`config.mk`:
```
export PLATFORM = sky130hd
export DESIGN_NAME = lane_config_register_bank
export DESIGN_NICKNAME = d
export VERILOG_FILES = /design/src/core/lane_cfg_pkg.sv /design/src/core/lane_config_register_bank.sv
export SDC_FILE = /design/constraint.sdc
export NUM_CORES = 1
export LEC_CHECK = 0
export ABC_AREA = 1
export BUFFER_PORTS_ARGS = -buffer_cell sky130_fd_sc_hd__buf_4
export CORE_MARGIN = 4
export CORE_UTILIZATION = 35
export DETAILED_ROUTE_END_ITERATION = 10
export PLACE_DENSITY = 0.56
export SKIP_CTS_REPAIR_TIMING = 1
export SYNTH_ARGS = -nofsm -noshare
export SYNTH_HDL_FRONTEND = slang
export SYNTH_SLANG_ARGS = --single-unit
```
`constraint.sdc`:
```
create_clock -name mclk -period 2.55 [get_ports mclk]
set_clock_uncertainty 0.1 [all_clocks]
set_input_delay 0.255 -clock mclk [delete_from_list [all_inputs] [get_ports mclk]]
set_output_delay 0.255 -clock mclk [all_outputs]
set_load 0.02 [all_outputs]
```
`src/core/lane_cfg_pkg.sv`:
```
`default_nettype none

package lane_cfg_pkg;

    // register addresses of this slice of the map
    localparam logic [7:0] EQ_FIRST_ADDR       = 8'h04;
    localparam logic [7:0] EQ_BANK3_LOW_ADDR   = 8'h0C;
    localparam logic [7:0] EQ_BANK3_HIGH_ADDR  = 8'h0D;
    localparam logic [7:0] RX_PD_LOW_ADDR      = 8'h0E;
    localparam logic [7:0] RX_PD_HIGH_ADDR     = 8'h0F;
    localparam logic [7:0] TX_HIZ_LOW_ADDR     = 8'h10;
    localparam logic [7:0] TX_HIZ_HIGH_ADDR    = 8'h11;

    // array geometry
    localparam int LANES        = 16;
    localparam int EQ_WIDTH     = 5;
    localparam int EQ_BITS      = LANES * EQ_WIDTH;
    localparam int EQ_BYTES     = 10;
    localparam int EQ_KEPT_LOW  = 76;

    // values after reset
    localparam logic [4:0] EQ_RESET_CODE = 5'h08;
    localparam logic [7:0] PD_RESET_BYTE  = 8'h00;
    localparam logic [7:0] HIZ_RESET_BYTE = 8'h00;

    // static lane controls handed to the analog side
    typedef struct packed {
        logic [LANES-1:0][EQ_WIDTH-1:0] eq_setting;
        logic [LANES-1:0]               rx_powerdown;
        logic [LANES-1:0]               tx_highz;
    } lane_ctrl_t;

endpackage

`default_nettype wire

```
`src/core/lane_config_register_bank.sv`:
```
// Operation
// - equaliser fields five bits, packed LSB first
// - bank3 channel3 field sits at 0x0D bits 7:3
// - every equaliser field resets to code 0x08
// - all codes 00..1F pass unchanged to lane
// - rx power-down bits in 0x0E and 0x0F
// - power-down bit high turns receiver off
// - reset clears all receiver power-down bits
// - tx high-z bits in 0x10 and 0x11
// - reset clears all transmitter high-z bits
// - high-z bit high floats transmitter termination
// - array starts at 0x04 bit 0, bank0 ch0
`timescale 1ns/1ps
`default_nettype none

module lane_config_register_bank
    import lane_cfg_pkg::*;
(
    input  wire logic       mclk,
    input  wire logic       reset,
    input  wire logic       wr_en,
    input  wire logic       rd_en,
    input  wire logic [7:0] addr,
    input  wire logic [7:0] wr_data,
    output logic      [7:0] rd_data,
    output logic            rd_hit,
    output lane_ctrl_t      lane_ctrl
);

    // whole packed equaliser array, 0x04..0x0D, one flat vector
    logic [EQ_BITS-1:0] eq_bits_r;
    logic [7:0]         pd_low_r;
    logic [7:0]         pd_high_r;
    logic [7:0]         hiz_low_r;
    logic [7:0]         hiz_high_r;
    logic [7:0]         rd_nxt;
    logic               hit_nxt;

    // byte index into the equaliser array, valid only when in range
    function automatic logic eq_addr_hit(input logic [7:0] a);
        return (a >= EQ_FIRST_ADDR) && (a <= EQ_BANK3_HIGH_ADDR);
    endfunction

    function automatic logic [3:0] eq_byte_idx(input logic [7:0] a);
        logic [7:0] d;
        d = a - EQ_FIRST_ADDR;
        return d[3:0];
    endfunction

    // reset pattern: 0x08 in each five-bit field
    function automatic logic [EQ_BITS-1:0] eq_reset_vec();
        logic [EQ_BITS-1:0] v;
        v = '0;
        for (int i = 0; i < LANES; i++)
        begin
            v[i*EQ_WIDTH +: EQ_WIDTH] = EQ_RESET_CODE;
        end
        return v;
    endfunction

    // equaliser array writes; byte boundaries ignore field boundaries
    always_ff @(posedge mclk)
    begin
        if (reset)
        begin
            eq_bits_r <= eq_reset_vec();
        end
        else if (wr_en && eq_addr_hit(addr))
        begin
            // LSB-first packing from 0x04 bit 0
            // the bank3 ch2 field is indexed by position
            eq_bits_r[eq_byte_idx(addr)*8 +: 8] <= wr_data;
        end
    end

    // receiver power-down, banks 0 and 1; bit = ch + 4*bank
    always_ff @(posedge mclk)
    begin
        if (reset)
        begin
            pd_low_r <= PD_RESET_BYTE;
        end
        else if (wr_en && addr == RX_PD_LOW_ADDR)
        begin
            pd_low_r <= wr_data;
        end
    end

    // receiver power-down, banks 2 and 3; bit = ch + 4*(bank-2)
    always_ff @(posedge mclk)
    begin
        if (reset)
        begin
            pd_high_r <= PD_RESET_BYTE;
        end
        else if (wr_en && addr == RX_PD_HIGH_ADDR)
        begin
            pd_high_r <= wr_data;
        end
    end

    // transmitter termination high-z, banks 0 and 1
    always_ff @(posedge mclk)
    begin
        if (reset)
        begin
            hiz_low_r <= HIZ_RESET_BYTE;
        end
        else if (wr_en && addr == TX_HIZ_LOW_ADDR)
        begin
            hiz_low_r <= wr_data;
        end
    end

    // transmitter termination high-z, banks 2 and 3
    always_ff @(posedge mclk)
    begin
        if (reset)
        begin
            hiz_high_r <= HIZ_RESET_BYTE;
        end
        else if (wr_en && addr == TX_HIZ_HIGH_ADDR)
        begin
            hiz_high_r <= wr_data;
        end
    end

    // read mux; unmapped addresses read zero with no hit
    always_comb
    begin
        rd_nxt  = 8'h00;
        hit_nxt = 1'b1;
        if (eq_addr_hit(addr))
        begin
            rd_nxt = eq_bits_r[eq_byte_idx(addr)*8 +: 8];
        end
        else
        begin
            case (addr)
                RX_PD_LOW_ADDR:   rd_nxt = pd_low_r;
                RX_PD_HIGH_ADDR:  rd_nxt = pd_high_r;
                TX_HIZ_LOW_ADDR:  rd_nxt = hiz_low_r;
                TX_HIZ_HIGH_ADDR: rd_nxt = hiz_high_r;
                default:          hit_nxt = 1'b0;
            endcase
        end
    end

    // registered read data, one cycle after rd_en; held between
    // reads so a slow host may sample it late
    always_ff @(posedge mclk)
    begin
        if (reset)
        begin
            rd_data <= 8'h00;
        end
        else if (rd_en)
        begin
            rd_data <= rd_nxt;
        end
    end

    // mapped flag for the last read, same timing as the data
    always_ff @(posedge mclk)
    begin
        if (reset)
        begin
            rd_hit <= 1'b0;
        end
        else if (rd_en)
        begin
            rd_hit <= hit_nxt;
        end
    end

    // lane controls come from flops; one cycle behind the stores so
    // the analog side never sees a combinational glitch
    always_ff @(posedge mclk)
    begin
        if (reset)
        begin
            lane_ctrl.eq_setting <= eq_reset_vec();
        end
        else
        begin
            lane_ctrl.eq_setting <= eq_bits_r;
        end
    end

    // 1 = receiver off, bit = ch + 4*bank
    always_ff @(posedge mclk)
    begin
        if (reset)
        begin
            lane_ctrl.rx_powerdown <= {PD_RESET_BYTE, PD_RESET_BYTE};
        end
        else
        begin
            lane_ctrl.rx_powerdown <= {pd_high_r, pd_low_r};
        end
    end

    // 1 = termination floated; 0 keeps the normal load
    always_ff @(posedge mclk)
    begin
        if (reset)
        begin
            lane_ctrl.tx_highz <= {HIZ_RESET_BYTE, HIZ_RESET_BYTE};
        end
        else
        begin
            lane_ctrl.tx_highz <= {hiz_high_r, hiz_low_r};
        end
    end

endmodule

`default_nettype wire

```
==> results.toml <==
[status]
status = "finished with violations"
violations = "hold timing"

[setup_path]
r2r_cells = 8
worstSetupPathType = "in2reg"
r2r-end = "rd_data[3]"
critPathArrivalTime_ns = 2.27
critPathMaxStageDelay_ns = 0.37
regToRegSetupSlack_ns = 1.22
crit_path_end_kind = "flip-flop"
crit_fanout = 7
crit_chain = "buf_4 -> inv_1 -> ha_1 -> ha_1 -> nand2_1 -> nor2_1 -> inv_1 -> nor3_1 -> nand2_1 -> o21ai_0"
r2r_start = "eq_bits_r[27]"
cp.required_ns = 2.90
critPathLaunchType = "primary input"
cpMaxStageDelayCell = "nor3_1"

[power_and_ir_drop]
power.total_mw = 7.95
power_leakage_nw = 5.17
pwr_density_cell_mw_per_mm2 = 693
ir_worst_vdd_v = 0.000510

[clock_network]
clock-sinks = 233
cts_root_buffer = "clkbuf_16"
numCtsBuffers = 25
clk_latency_ns = 0.53
ctsHtreeMaxLevel = 1
clockBufferDepth = 3
path_clk_slew_ns = 0.06
tritoncts = "done"

[global_route]
grt_pass1_wl_um = 47400
grt_overflow = 0
grt_pass1_vias = 8179
grt_util_all_layers_pct = 21.0
grt_max_degree = 60
antenna_found_initial = 0

[sta]
hold_viol_final = 1
drv_slew = 0
finalSetupViolations = 0
fin_tns_setup_ns = 0
worst_pin_slew_ns = 0.596
fin_crit_ns = 1.92
slew_headroom_pct = 60.2
fmax_mhz = 521
fin_ws_ns = 0.630
hold_ws_ns = -0.0143
post-route-period-util_pct = 75.3
rsz0062_at_grt = "no"

[logic_synthesis]
syn-num-nets = 1262
syn_area_mm2 = 0.00912
synthTopCellsByArea = "dfxtp_1 51%, nand2_1 11%, nor2_1 6.4%, nand3_1 6.3%, inv_1 6.1%"
avgSynthCellArea_um2 = 7.40
ys_types = 29
synth.top_cell.area_share_pct = 51.1
synthCells = 1232
ys_seq_area_share_pct = 51.1
yosysTopAreaCell = "dfxtp_1"
yosys_warnings = 0
synth-seq-cells = 233

[worst_hold_path]
hp-start = "addr[7]"
min_to = "rd_hit"
hold_path_class = "in2reg"
min_path_cells = 4

[floorplan]
io_pins = 141
start_util_pct = 35.9
die_h_um = 169
die_area_mm2 = 0.0287
rows = 58
die_w_um = 169
core-area_mm2 = 0.0254

[finish]
layout_commonest_cell = "nand2_1"
area_growth_pct = 25.8
seqCellArea_mm2 = 0.00466
num-fill-cells = 2661
final_cell_mix = "267 x nand2_1, 233 x dfxtp_1, 176 x buf_4, 155 x nor2_1, 146 x inv_1"
drive_above_1_share_pct = 17.4
nets = 1406
multi_input_area_mm2 = 0.00361
n_antenna_cell = 0

[detailed_routing]
viasPerCell = 4.88
dr.first_iter.drc_count = 699
wl_per_cell_um = 17.6
vias = 8402
drt_pass1_iterations = 5
drcViolationCount = 0
routed_wl_um = 30400
ant_nets = 0

[placement]
gp_congestion = 0.942
place.port_buffers = 140
dpl.hpwl_um = 22100
dp_slack_ns = 0.104

[job]
cap_violations = 0
-- metal layers --
| metal | up-vias | GRT usage, % | wire length [um] |
|---|---|---|---|
| met4 | 0 | 6.79 | 993 |
| li1 | 4199 | - | - |
| met5 | - | 0 | 0 |
| met3 | 55 | 3.54 | 2260 |
| met2 | 360 | 33.0 | 13300 |
| met1 | 3788 | 29.6 | 13800 |
-- layout make-up --
cell class                 count  area share [%]
clock inverter                10            1.15
clock buffer                  34            6.27
sequential                   233            40.7
multi-input combinational    781            31.4
tap                          330            3.60
inverter                     158            5.17
timing repair buffer         177            11.7
-- kinds of logic after synthesis --
kind of cell / Yosys count / synth area share [%]
AND/OR/NAND/NOR: 614 / 29.3
adder cells (fa/ha/maj): 10 / 1.37
buffers and inverters: 218 / 9.30
AO/OA/AOI/OAI: 157 / 8.88
flip-flops: 233 / 51.1
-- how the worst max path moves through the flow --
stage / from / end / slack [ns]
CTS: addr[3] / eq_bits_r[31] / 0.66
detailed placement: addr[3] / eq_bits_r[31] / 0.10
global route: addr[3] / eq_bits_r[31] / 0.43
global placement: addr[2] / eq_bits_r[31] / 0.13
floorplan: addr[1] / eq_bits_r[33] / 0.04
finish: addr[3] / eq_bits_r[31] / 0.63
-- critical path, delay by kind of cell --
family / cells / cell delay [ns]
and+or+nand+nor: 4 / 0.88
buffers and inverters: 3 / 0.33
adders and majority gates: 2 / 0.63
AOI/OAI and AO/OA: 1 / 0.18
-- metrics by stage --
step	cells	util [%]	hold WS, ns	instance area [um2]
2_1_floorplan	1232	-	0.303	9120
3_3_place_gp	1679	41.8	0.331	10600
3_5_place_dp	1679	41.8	0.335	10600
4_1_cts	1723	45.2	-0.0418	11500
5_1_grt	1723	45.2	0.000238	11500
6_report	1723	45.2	-0.0143	11500
-- Yosys cell counts --
| library cell | number |
|---|---|
| a21oi_1 | 50 |
| a31oi_1 | 1 |
| buf_1 | 12 |
| buf_2 | 9 |
| buf_4 | 3 |
| buf_6 | 1 |
| clkbuf_1 | 35 |
| clkinv_1 | 7 |
| dfxtp_1 | 233 |
| ha_1 | 10 |
| inv_1 | 147 |
| inv_2 | 4 |
| nand2_1 | 267 |
| nand2_2 | 5 |
| nand2_4 | 1 |
| nand3_1 | 115 |
| nand3_2 | 1 |
| nand4_1 | 40 |
| nor2_1 | 155 |
| nor2_2 | 3 |
| nor2_4 | 3 |
| nor3_1 | 16 |
| nor3_2 | 2 |
| nor3_4 | 2 |
| nor4_1 | 1 |
| o211ai_1 | 4 |
| o21ai_0 | 97 |
| o31ai_1 | 5 |
| or2_2 | 3 |
-- power breakdown --
group / switching [mW] / leakage, nW / internal, mW / total [mW]
Clock: 1.47 / 0.421 / 2.27 / 3.74
Combinational: 0.403 / 2.87 / 0.144 / 0.548
Sequential: 0.00770 / 1.88 / 3.65 / 3.66
Total: 1.88 / 5.17 / 6.06 / 7.95
-- registers in the layout, indices dropped and copies added (netlist names) --
register and cells:
rd_data 8, hiz_low_r 8, hiz_high_r 8, lane_ctrl 112, rd_hit 1, eq_bits_r 80
pd_low_r 8, pd_high_r 8
Power figures use the tool's default switching activity.
